==> src/include/cfg_gen_pkg.sv <==
// Constants and types for the PCI configuration and interrupt-acknowledge generator
// Notes on behaviour
// Type bit set: config access drives AD with the whole address register.
// Type bit clear: config access produces a Type 0 configuration cycle.
// Type 0: device number decoded one-hot onto AD[31:16].
// Type 0: AD[15:11] zero, function, register number, AD[1:0] zero.
// Address register bit 15 always reads and stays zero.
// PCI-side writes to config data ignored; PCI reads return zero.
// Local write to config data launches a PCI configuration write.
// Local read of config data launches PCI configuration read, data returned.
// Config data accesses are delayed transfers; local master retried until done.
// Register data never byte-swapped, whatever the byte-order setting.
// Config data access gives bus error when master enable is clear.
// Interrupt-acknowledge access gives bus error when master enable is clear.
// Local read of interrupt-acknowledge register issues a PCI IACK cycle.
// IACK byte enables come from transfer size lines and address bits 1:0.
// Local address of the IACK access is forwarded onto PCI address lines.
// IACK read is delayed; latched vector returned when master retries.
// Writes to IACK register ignored; PCI-side reads return zero.
// After retry the local master repeats the identical access to complete it.
package cfg_gen_pkg;
    localparam logic [11:0] OFF_CFG_ADDR = 12'h500;
    localparam logic [11:0] OFF_CFG_DATA = 12'h504;
    localparam logic [11:0] OFF_IACK     = 12'h508;
    localparam logic [31:0] RST_WORD     = 32'h0000_0000;
    // Writable bits of the address register: bus, device, function, register, type
    localparam logic [31:0] CFG_ADDR_WMASK = 32'h00ff_7ffd;
    localparam int TYPE_BIT = 0;
    localparam int REG_LSB  = 2;
    localparam int FUNC_LSB = 8;
    localparam int DEV_LSB  = 11;
    localparam int IDSEL_LSB = 16;
    // PCI command codes
    localparam logic [3:0] CMD_IACK   = 4'h0;
    localparam logic [3:0] CMD_CFG_RD = 4'ha;
    localparam logic [3:0] CMD_CFG_WR = 4'hb;
    // Transfer size encoding on the local bus
    localparam logic [1:0] SIZE_WORD = 2'h0;
    localparam logic [1:0] SIZE_BYTE = 2'h1;
    localparam logic [1:0] SIZE_HALF = 2'h2;
    typedef enum logic [3:0] {
        ST_IDLE = 4'b0001,
        ST_REQ  = 4'b0010,
        ST_WAIT = 4'b0100,
        ST_DONE = 4'b1000
    } gen_state_t;
endpackage

==> src/logic/cfg_gen.sv <==
// PCI configuration and interrupt-acknowledge cycle generator, local-bus register side
`timescale 1ns/1ps
module cfg_gen (
    input  wire logic        clk_sys,
    input  wire logic        rst_n,
    // Local bus register port (same clock domain)
    input  wire logic        lb_req,
    input  wire logic        lb_we,
    input  wire logic [11:0] lb_addr,
    input  wire logic [1:0]  lb_size,
    input  wire logic [31:0] lb_wdata,
    output logic             lb_ack,
    output logic             lb_retry,
    output logic             lb_err,
    output logic [31:0]      lb_rdata,
    // PCI-side register port
    input  wire logic        pr_req,
    input  wire logic        pr_we,
    input  wire logic [11:0] pr_addr,
    input  wire logic [31:0] pr_wdata,
    output logic             pr_ack,
    output logic [31:0]      pr_rdata,
    // Master enable from the PCI control register
    input  wire logic        pci_master_enable_bit,
    input  wire logic        local_byte_order_bit,
    // Request to the PCI master engine
    output logic             pm_req,
    output logic [3:0]       pm_cmd,
    output logic [31:0]      pm_addr,
    output logic [3:0]       pm_be_n,
    output logic [31:0]      pm_wdata,
    input  wire logic        pm_done,
    input  wire logic [31:0] pm_rdata
);
    logic [31:0] cfg_addr_q;
    logic [31:0] config_payload_q;
    logic [31:0] interrupt_vector_value_q;
    cfg_gen_pkg::gen_state_t state_q;
    cfg_gen_pkg::gen_state_t state_d;
    logic        pend_we_q;
    logic        pend_iack_q;
    logic [11:0] pend_addr_q;
    logic        pm_req_q;
    logic [3:0]  pm_cmd_q;
    logic [31:0] pm_addr_q;
    logic [3:0]  pm_be_n_q;
    logic [31:0] pm_wdata_q;
    logic        lb_ack_q;
    logic        lb_retry_q;
    logic        lb_err_q;
    logic [31:0] lb_rdata_q;
    logic        pr_ack_q;
    logic [31:0] pr_rdata_q;

    function automatic logic [3:0] iack_be_n(input logic [1:0] size, input logic [1:0] a);
        logic [3:0] be;
        be = 4'hf;
        unique case (size)
            cfg_gen_pkg::SIZE_BYTE: be = 4'h1 << a;
            cfg_gen_pkg::SIZE_HALF: be = a[1] ? 4'hc : 4'h3;
            default:                be = 4'hf;
        endcase
        return ~be;
    endfunction

    wire hit_addr = lb_addr == cfg_gen_pkg::OFF_CFG_ADDR;
    wire hit_data = lb_addr == cfg_gen_pkg::OFF_CFG_DATA;
    wire hit_iack = lb_addr == cfg_gen_pkg::OFF_IACK;
    wire gen_hit  = hit_data || (hit_iack && !lb_we);
    // Byte order bit is deliberately unused: register data goes straight through
    wire unused_boc = local_byte_order_bit;
    wire lb_bus_err = (hit_data || hit_iack) && !pci_master_enable_bit;
    wire same_req = lb_we == pend_we_q && lb_addr == pend_addr_q;
    wire launch   = lb_req && gen_hit && !lb_bus_err && state_q == cfg_gen_pkg::ST_IDLE;
    wire complete = lb_req && gen_hit && !lb_bus_err && state_q == cfg_gen_pkg::ST_DONE
                    && same_req;

    // Type 0 address: one-hot select, zeros at 15:11, function, register, zeros at 1:0
    wire [15:0] idsel = 16'h0001 << cfg_addr_q[cfg_gen_pkg::DEV_LSB +: 4];
    wire [31:0] type0_addr = {idsel, 5'h00,
                              cfg_addr_q[cfg_gen_pkg::FUNC_LSB +: 3],
                              cfg_addr_q[cfg_gen_pkg::REG_LSB +: 6], 2'h0};
    wire [31:0] cfg_pci_addr = cfg_addr_q[cfg_gen_pkg::TYPE_BIT] ?
                               cfg_addr_q : type0_addr;
    wire [3:0]  cfg_cmd = lb_we ? cfg_gen_pkg::CMD_CFG_WR : cfg_gen_pkg::CMD_CFG_RD;
    wire [31:0] iack_pci_addr = {20'h00000, lb_addr};

    always_comb begin
        state_d = state_q;
        unique case (state_q)
            cfg_gen_pkg::ST_IDLE: if (launch) state_d = cfg_gen_pkg::ST_REQ;
            cfg_gen_pkg::ST_REQ:  state_d = cfg_gen_pkg::ST_WAIT;
            cfg_gen_pkg::ST_WAIT: if (pm_done) state_d = cfg_gen_pkg::ST_DONE;
            cfg_gen_pkg::ST_DONE: if (complete) state_d = cfg_gen_pkg::ST_IDLE;
            default:              state_d = cfg_gen_pkg::ST_IDLE;
        endcase
    end

    always_ff @(posedge clk_sys) begin
        if (!rst_n) begin
            state_q     <= cfg_gen_pkg::ST_IDLE;
            pend_we_q   <= 1'b0;
            pend_iack_q <= 1'b0;
            pend_addr_q <= 12'h000;
        end else begin
            state_q <= state_d;
            if (launch) begin
                pend_we_q   <= lb_we;
                pend_iack_q <= hit_iack;
                pend_addr_q <= lb_addr;
            end
        end
    end

    // Request to the PCI master held from launch until the engine reports done
    always_ff @(posedge clk_sys) begin
        if (!rst_n) begin
            pm_req_q   <= 1'b0;
            pm_cmd_q   <= cfg_gen_pkg::CMD_IACK;
            pm_addr_q  <= cfg_gen_pkg::RST_WORD;
            pm_be_n_q  <= 4'hf;
            pm_wdata_q <= cfg_gen_pkg::RST_WORD;
        end else if (launch) begin
            pm_req_q   <= 1'b1;
            pm_cmd_q   <= hit_iack ? cfg_gen_pkg::CMD_IACK : cfg_cmd;
            pm_addr_q  <= hit_iack ? iack_pci_addr : cfg_pci_addr;
            pm_be_n_q  <= hit_iack ? iack_be_n(lb_size, lb_addr[1:0]) : 4'h0;
            pm_wdata_q <= lb_wdata;
        end else if (pm_done) begin
            pm_req_q <= 1'b0;
        end
    end

    // Registers; address bit 15 and other reserved bits never store
    always_ff @(posedge clk_sys) begin
        if (!rst_n) begin
            cfg_addr_q               <= cfg_gen_pkg::RST_WORD;
            config_payload_q         <= cfg_gen_pkg::RST_WORD;
            interrupt_vector_value_q <= cfg_gen_pkg::RST_WORD;
        end else begin
            if (lb_req && lb_we && hit_addr)
                cfg_addr_q <= lb_wdata & cfg_gen_pkg::CFG_ADDR_WMASK;
            if (launch && lb_we)
                config_payload_q <= lb_wdata;
            if (state_q == cfg_gen_pkg::ST_WAIT && pm_done) begin
                if (pend_iack_q)
                    interrupt_vector_value_q <= pm_rdata;
                else if (!pend_we_q)
                    config_payload_q <= pm_rdata;
            end
        end
    end

    // Local bus answer: one-cycle ack, retry or error pulse one cycle after the request
    wire        lb_retry_d = lb_req && gen_hit && !lb_bus_err && !complete;
    wire        lb_err_d   = lb_req && lb_bus_err;
    wire        lb_ack_d   = lb_req && !lb_retry_d && !lb_err_d;
    wire [31:0] lb_read_mux = hit_addr ? cfg_addr_q :
                              hit_data ? config_payload_q :
                              hit_iack ? interrupt_vector_value_q : cfg_gen_pkg::RST_WORD;

    always_ff @(posedge clk_sys) begin
        if (!rst_n) begin
            lb_ack_q   <= 1'b0;
            lb_retry_q <= 1'b0;
            lb_err_q   <= 1'b0;
            lb_rdata_q <= cfg_gen_pkg::RST_WORD;
        end else begin
            lb_ack_q   <= lb_ack_d;
            lb_retry_q <= lb_retry_d;
            lb_err_q   <= lb_err_d;
            // Writes to the IACK register ack with no effect while master enable is set; with it clear they get a bus error
            if (lb_ack_d && !lb_we)
                lb_rdata_q <= lb_read_mux;
        end
    end

    // PCI-side access: address, data and IACK all read zero; writes are ignored
    always_ff @(posedge clk_sys) begin
        if (!rst_n) begin
            pr_ack_q   <= 1'b0;
            pr_rdata_q <= cfg_gen_pkg::RST_WORD;
        end else begin
            pr_ack_q <= pr_req;
            if (pr_req && !pr_we)
                pr_rdata_q <= cfg_gen_pkg::RST_WORD;
        end
    end

    wire unused_pr = |{pr_addr, pr_wdata, unused_boc};

    assign lb_ack   = lb_ack_q;
    assign lb_retry = lb_retry_q;
    assign lb_err   = lb_err_q;
    assign lb_rdata = lb_rdata_q;
    assign pr_ack   = pr_ack_q;
    assign pr_rdata = pr_rdata_q;
    assign pm_req   = pm_req_q;
    assign pm_cmd   = pm_cmd_q;
    assign pm_addr  = pm_addr_q;
    assign pm_be_n  = pm_be_n_q;
    assign pm_wdata = pm_wdata_q;
endmodule

==> config.mk <==
export PLATFORM = sky130hd
export DESIGN_NAME = cfg_gen
export DESIGN_NICKNAME = d
export VERILOG_FILES = /design/src/include/cfg_gen_pkg.sv /design/src/logic/cfg_gen.sv
export SDC_FILE = /design/constraint.sdc
export NUM_CORES = 1
export LEC_CHECK = 0
export BUFFER_PORTS_ARGS = -buffer_cell sky130_fd_sc_hd__buf_2
export CAP_MARGIN = 5
export CORE_ASPECT_RATIO = 1.75
export CORE_MARGIN = 2
export CORE_UTILIZATION = 45
export DETAILED_ROUTE_END_ITERATION = 7
export GPL_TIMING_DRIVEN = 0
export PLACE_DENSITY = 0.79
export SYNTH_ARGS = -nofsm -noshare
export SYNTH_HDL_FRONTEND = slang
export SYNTH_SLANG_ARGS = --single-unit
export TNS_END_PERCENT = 5
==> constraint.sdc <==
create_clock -name clk_sys -period 3.15 [get_ports clk_sys]
set_clock_uncertainty 0.05 [all_clocks]
set_input_delay 0.315 -clock clk_sys [delete_from_list [all_inputs] [get_ports clk_sys]]
set_output_delay 0.315 -clock clk_sys [all_outputs]
set_load 0.05 [all_outputs]
# After elaboration in Yosys (flattened, before gate mapping)
# Cells that the tools add are included.
dict set report op_classes {
  eq_ne 14
  shifts 2
  mux 22
  bitwise_logic 1
  n_reduce_logical 28
}
# cell count
set op_table {}
lappend op_table {{32-bit 2-to-1 mux} 9}
lappend op_table {{12-bit by 11-bit == test with 1-bit output (second input constant)} 3}
lappend op_table {{4-bit 2-to-1 mux} 8}
lappend op_table {{1-bit logical AND} 17}
lappend op_table {{4-bit one-hot mux with 4 select lines} 1}
lappend op_table {{1-bit by 4-bit left shift with 16-bit output (first input constant)} 1}
lappend op_table {{12-bit == test} 1}
lappend op_table {{4-bit one-hot mux with 2 select lines} 1}
lappend op_table {{1-bit logical NOT} 6}
lappend op_table {{2-bit != test (second input constant)} 3}
lappend op_table {{4-bit by 1-bit == test with 1-bit output (second input constant)} 1}
lappend op_table {{4-bit by 2-bit == test with 1-bit output (second input constant)} 1}
lappend op_table {{4-bit by 3-bit == test with 1-bit output (second input constant)} 1}
lappend op_table {{4-bit == test (second input constant)} 1}
lappend op_table {{4-bit inverter} 1}
lappend op_table {{1-bit by 2-bit left shift with 4-bit output (first input constant)} 1}
lappend op_table {{1-bit 2-to-1 mux} 3}
lappend op_table {{3-bit AND reduction} 1}
lappend op_table {{2-bit by 1-bit == test with 1-bit output (second input constant)} 1}
lappend op_table {{2-bit == test (second input constant)} 1}
lappend op_table {{1-bit logical OR} 2}
lappend op_table {{2-bit AND reduction} 1}
lappend op_table {{2-bit nonzero test} 1}
lappend op_table {{1-bit == test} 1}
dict set report word_totals {
  ff_bits 213
  inputBits 131
  out_inout_bits 141
}

# Logic depth before layout (Yosys ltp)
dict set report logic_depth {
  depth_word 13
  mapped_depth 10
}

# Worst setup path before layout
# Ideal clock, no wire load.
dict set report synth_path {
  path_kind {input to register}
  start {input lb_addr[3]}
  end {register pm_addr_q[28], in the netlist pm_addr[28]}
  setup_time_ns 0.070
  t_arrival_ns 2.196
  required_time_ns 3.030
  setup_slack_ns 0.834
  path_stages 8
  cell_sequence {buf_4 -> nor2b_1 -> buf_2 -> o21ai_1 -> or4_4 -> buf_6 -> or4_1 -> a21oi_1}
}
dict set report synth_between {
  elab_chain_len 6
  elab_cells_between_ends 11
}
# element line
set synth_lines {}
lappend synth_lines {{from (decl)} cfg_gen.sv:9} ;# input wire logic [11:0] lb_addr,
lappend synth_lines {{12-bit by 11-bit == test with 1-bit output (on tied branches)} {cfg_gen.sv:68, cfg_gen.sv:67}}
lappend synth_lines {{1-bit logical AND / 1-bit logical OR (equally long branches)} {cfg_gen.sv:69, cfg_gen.sv:72}}
lappend synth_lines {{1-bit logical OR / 1-bit logical AND (equally long branches)} {cfg_gen.sv:69, cfg_gen.sv:72}}
lappend synth_lines {{1-bit logical AND / 1-bit logical NOT (equally long branches)} cfg_gen.sv:74} ;# wire launch = lb_req && gen_hit && !lb_bus_err && state_q == cfg_gen_pkg::ST_IDLE;
lappend synth_lines {{1-bit logical AND (2 in series)} cfg_gen.sv:74}
lappend synth_lines {{to (signal assigned)} cfg_gen.sv:120} ;# pm_addr_q <= cfg_gen_pkg::RST_WORD;
lappend synth_lines {{to (signal assigned)} cfg_gen.sv:126} ;# pm_addr_q <= hit_iack ? iack_pci_addr : cfg_pci_addr;
lappend synth_lines {{to (decl)} cfg_gen.sv:45} ;# logic [31:0] pm_addr_q;
# Several ways; a longest one is shown, not always the timed one.
# A chain may end at the register's enable or synchronous reset.

# Worst setup path in the final report
dict set report layout_path {
  start {input lb_addr[4]}
  end {register lb_rdata_q[1], in the netlist lb_rdata[1]}
}
dict set report layout_between {
  elab_chain_len 13
  elab_cells_between_ends 25
}
# element line
set layout_lines {}
lappend layout_lines {{12-bit by 11-bit == test with 1-bit output (on tied branches)} {cfg_gen.sv:68, cfg_gen.sv:67}}
lappend layout_lines {{1-bit logical AND / 1-bit logical OR (equally long branches)} {cfg_gen.sv:69, cfg_gen.sv:72}}
lappend layout_lines {{1-bit logical OR / 1-bit logical AND (equally long branches)} {cfg_gen.sv:69, cfg_gen.sv:72}}
lappend layout_lines {{1-bit logical AND / 1-bit logical NOT (equally long branches)} {cfg_gen.sv:75, cfg_gen.sv:155}}
lappend layout_lines {{1-bit logical AND} {cfg_gen.sv:75, cfg_gen.sv:155}}
lappend layout_lines {{1-bit logical AND} cfg_gen.sv:75} ;# wire complete = lb_req && gen_hit && !lb_bus_err && state_q == cfg_gen_pkg::ST_DONE
lappend layout_lines {{1-bit logical AND} cfg_gen.sv:76} ;# && same_req;
lappend layout_lines {{1-bit logical NOT} cfg_gen.sv:155} ;# wire lb_retry_d = lb_req && gen_hit && !lb_bus_err && !complete;
lappend layout_lines {{1-bit logical AND} cfg_gen.sv:155}
lappend layout_lines {{1-bit logical NOT} cfg_gen.sv:157} ;# wire lb_ack_d = lb_req && !lb_retry_d && !lb_err_d;
lappend layout_lines {{1-bit logical AND (2 in series)} cfg_gen.sv:157}
lappend layout_lines {{1-bit logical AND} cfg_gen.sv:173} ;# if (lb_ack_d && !lb_we)
lappend layout_lines {{to (signal assigned)} cfg_gen.sv:167} ;# lb_rdata_q <= cfg_gen_pkg::RST_WORD;
lappend layout_lines {{to (signal assigned)} cfg_gen.sv:174} ;# lb_rdata_q <= lb_read_mux;
lappend layout_lines {{to (decl)} cfg_gen.sv:51} ;# logic [31:0] lb_rdata_q;
# Several ways; a longest one is shown, not always the timed one.

==> summary.txt <==
SYNTH
-----------------------------------------------------------------------------------------------------
Area of the mapped netlist .............................................................     8967 um2
Synth Area in Compound Gates ...........................................................       0.1136
Combinational family with the most area after synthesis ................................ simple AND/OR/NAND/NOR gates
Proportion of synthesized area in mux cells ............................................       0.1206
Synthesized area per cell ..............................................................    8.242 um2
Number of distinct library cell variants in the gate-level netlist after synthesis .....           46
Post-synthesis share of cell area spent on full adders, half adders and majority gates .     0.002791
Yosys warning total ....................................................................            0
Main synth FF type .....................................................................      dfxtp_1
Proportion of synthesized flip-flops having asynchronous set or reset ..................            0
Post-synth EDFFs .......................................................................            0
#FFs+latches synth .....................................................................          210
Sequential fraction of the synthesis area ..............................................       0.4688
Post-Synth XOR/XNOR Area ...............................................................      0.01367
Number of instances in the synthesized netlist .........................................         1088
Simple-gate share of the synthesized area ..............................................       0.2108

RUN STATUS
-----------------------------------------------------------------------------------------------------
Run status ............................................................................. finished, final reports clean

PWR
-----------------------------------------------------------------------------------------------------
NetSw ..................................................................................   0.001346 W
Maximum ir drop on the vdd rail ........................................................    0.4972 mV
Portion of total power attributed to sequential cells ..................................        0.456
Leakage Power ..........................................................................     5.085 nW
Internal portion of total power ........................................................   0.004479 W
PwrDens ................................................................................ 514.5 nW/um2
Net switching fraction of the power ....................................................       0.2311
Power share of the combinational group .................................................        0.068
Clock Power Share ......................................................................        0.476

CELLS AND AREA
-----------------------------------------------------------------------------------------------------
Fin cells ..............................................................................         1612
Area growth syn-to-layout ..............................................................       26.26%
Antenna diode count ....................................................................            0
Final net count ........................................................................         1486
Total of fill cells in the finished design .............................................         1800
Commonest cells after routing, fill and taps aside ..................................... 296 x nand2_1, 210 x dfxtp_1, 195 x buf_2, 108 x mux2i_1, 106 x a21oi_1
Commonest non-fill, non-tap cell in the layout .........................................      nand2_1
Fraction of final layout cells with drive strength greater than 1 ......................       0.2026

PLACE
-----------------------------------------------------------------------------------------------------
Number of placed instances with taps included ..........................................         1553
Worst setup timing slack at the placement stage ........................................    -88.00 ps
Final HPWL from detailed placement .....................................................     21560 um
Port buffer count ......................................................................          187
Final weighted congestion in routability-driven placement ..............................       0.9568

FLOORPLANNING
-----------------------------------------------------------------------------------------------------
Effective utilization at floorplan .....................................................       0.4563
DIE AREA ...............................................................................    21120 um2
Standard-cell row count ................................................................           68
IO Pins ................................................................................          272
Die Y-Extent ...........................................................................     190.7 um
Width of the die .......................................................................     110.7 um
Core area ..............................................................................    19650 um2

WORST SETUP PATH
-----------------------------------------------------------------------------------------------------
Cell seen most often among critical-path stages ........................................        buf_2
Worst path slowest cell ................................................................      a31oi_1
Reg2Reg Capture Point .................................................................. pm_wdata[5]$_SDFFE_PN0P_
Count of buffering cells on the critical path with inverters included ..................            3
Data arrival, critical path ............................................................      3210 ps
Required time at the endpoint of the critical path .....................................      3520 ps
Largest fanout on the critical path ....................................................           10
Reg-to-reg startpoint .................................................................. state_q[3]$_SDFFE_PN0P_
Slowest cell delay on critical path ....................................................       800 ps
Register-to-register setup slack .......................................................       390 ps
Cell depth of the worst flop-to-flop path ..............................................            6
Critical-path cell list ................................................................ buf_2, nor4_1, and3_1, clkbuf_1, nand2_1, a31oi_1, buf_2, mux2i_1
Startpoint Class .......................................................................   input port
Type of the worst setup path ........................................................... input port to register
CP delay by family, top ................................................................ buffers and inverters
CP endpoint kind .......................................................................     register

ROUTING
-----------------------------------------------------------------------------------------------------
# DRC ..................................................................................            0
Total number of vias ...................................................................         8706
Total Wirelength .......................................................................     28860 um
DRT Pass-1 Iters .......................................................................            5
Post-detailed-route count of antenna-violating nets ....................................            0
Average via count per standard cell ....................................................        5.401
Average detailed-routed wire length per instance .......................................     17.90 um
Initial detailed-routing violation count ...............................................          614

STA
-----------------------------------------------------------------------------------------------------
Headroom to the max-slew limit .........................................................       0.3332
Number of endpoints with negative hold slack in the final report .......................            0
Sum of negative setup slack ............................................................         0 ps
Final critical-path required period ....................................................      2843 ps
Slew at the pin closest to its max-slew limit ..........................................     995.5 ps
Number of endpoints failing setup at the final stage ...................................            0
Unrepaired setup endpoints after global routing ........................................           no
Setup slack after layout ...............................................................     306.9 ps
Total count of max-transition violations in the final report ...........................            0
Max Fclk ...............................................................................   0.3517 GHz
Final cycle utilization of the critical path ...........................................       0.9026

CLOCKING
-----------------------------------------------------------------------------------------------------
# Post-CTS Setup Buffers ...............................................................            0
Clock buffers created by TritonCTS .....................................................           20
Clock-pin slew on the worst setup and hold paths .......................................        70 ps
Insertion delay of the later-clocked pin in the worst-skew pair ........................       500 ps
Clock net sink count ...................................................................          210
CTS H-tree lvls ........................................................................            1
Clock tree from TritonCTS ..............................................................        built
Post-CTS Resized .......................................................................            0
Number of buffers between clock root and the deepest sink ..............................            3
Clock root buffer ......................................................................    clkbuf_16

WORST HOLD PATH
-----------------------------------------------------------------------------------------------------
WHS Endpoint ........................................................................... config_payload_q[9]$_SDFF_PN0_
Worst Min Path Start ...................................................................  pm_rdata[9]
Cell depth of the worst hold path ......................................................            3
HP Class ............................................................................... input port to register

FLOW RUN
-----------------------------------------------------------------------------------------------------
Total of max-cap violations ............................................................            0

GRT
-----------------------------------------------------------------------------------------------------
Pin count of the biggest net entering global routing ...................................           17
Number of global-route vias before repair ..............................................         8516
Antenna violations before repair .......................................................            2
Global-route track usage on met3 .......................................................      0.04037
Met2 Use GR ............................................................................       0.4818
Final global-route overflow total ......................................................            0
Total Routing Usage GR .................................................................       0.2602
Global-route wire length before repair .................................................     43820 um
Layer with the highest usage after global routing ......................................         met2
Met1 routing resource usage after global routing .......................................       0.2665

[cells by family after synthesis]
| family | count (synthesis) |
|---|---|
| mux | 108 |
| simple gates | 438 |
| buf+inv | 124 |
| compound gates | 191 |
| flops | 210 |
| other cells | 1 |
| fa+ha+maj | 2 |
| xor+xnor | 14 |
[synthesized netlist by cell type, types with 5 or more instances]
cell      count  area share
a21oi_1     106       0.059
and3_1       11      0.0077
buf_2         8      0.0045
buf_4        37       0.031
clkbuf_1     68       0.028
dfxtp_1     210        0.47
inv_1         6      0.0025
mux2i_1     108        0.12
nand2_1     296        0.12
nand3_1      44       0.025
nor2_1       38       0.016
nor3_1        5      0.0028
nor4_1       10      0.0070
o21ai_0      60       0.033
o31ai_1       5      0.0042
or4_1        10      0.0084
xor2_1       14       0.014
[worst register-to-register path, cell delays in order, from the launching register on]
cell and delay, ps:
dfxtp_1 350, or4b_1 540, buf_2 170, nor4_2 690, clkbuf_1 560, nand2_1 150
a21oi_1 180
[stage by stage]
stage,hold slack (ps),cell area (um2),utilization,total power [W]
after CTS,2.335,11320,0.5761,0.005830
after detailed placement,390.7,10330,0.5258,0.003080
after global placement,386.6,10330,0.5258,0.003080
final,11.72,11320,0.5761,0.005825
after floorplan,344.3,9091,-,0.002950
after global routing,9.604,11320,0.5761,0.005964
[layer usage]
layer | share of wire | wire (um)
met2 | 0.52 | 15020
met4 | 0.071 | 2043
met3 | 0.068 | 1972
met5 | 0.0011 | 32
met1 | 0.34 | 9794
[flip-flops by register name, indices dropped and copies added (netlist names)]
name,flops
pend_addr_q,12
pm_be_n,4
pm_addr,31
pm_cmd,2
pm_req,1
pm_wdata,32
state_q,4
cfg_addr_q,22
pr_ack,1
config_payload_q,32
pend_iack_q,1
pend_we_q,1
interrupt_vector_value_q,32
lb_ack,1
lb_retry,1
lb_rdata,32
lb_err,1
[worst max path at each step]
stage,from,end,cells after the start
6_report,lb_addr[4],lb_rdata[1]$_SDFFE_PN0P_,8
2_1_floorplan,lb_addr[3],pm_addr[28]$_SDFFE_PN0P_,8
4_1_cts,lb_addr[4],lb_rdata[1]$_SDFFE_PN0P_,8
3_3_place_gp,lb_addr[4],lb_rdata[9]$_SDFFE_PN0P_,8
3_5_place_dp,lb_addr[4],lb_rdata[1]$_SDFFE_PN0P_,8
5_1_grt,lb_addr[4],lb_rdata[2]$_SDFFE_PN0P_,8
[area by class of cell]
| cell class | count | area [um2] | share of cell area |
|---|---|---|---|
| clock buffer | 24 | 566.8 | 0.05006 |
| tap | 245 | 306.5 | 0.02707 |
| multi-input combinational | 787 | 4265 | 0.3767 |
| buffer | 117 | 595.6 | 0.05260 |
| sequential | 210 | 4204 | 0.3713 |
| clock inverter | 12 | 191.4 | 0.01691 |
| timing repair buffer | 210 | 1166 | 0.1030 |
| inverter | 7 | 26.28 | 0.002321 |
[power groups by stage]
stage                     combinational (W)  sequential, W  clock (W)
after global routing               0.000415        0.00265    0.00290
after floorplan                    0.000229        0.00272          0
after CTS                          0.000389        0.00266    0.00279
after detailed placement           0.000363        0.00272          0
final                              0.000397        0.00266    0.00277
after global placement             0.000363        0.00272          0
[repair_timing]
action	in CTS	in global routing
hold endpoints to repair	23	0
setup endpoints to repair	0	0
hold buffers	23	0
(Power assumes the default switching activity.)
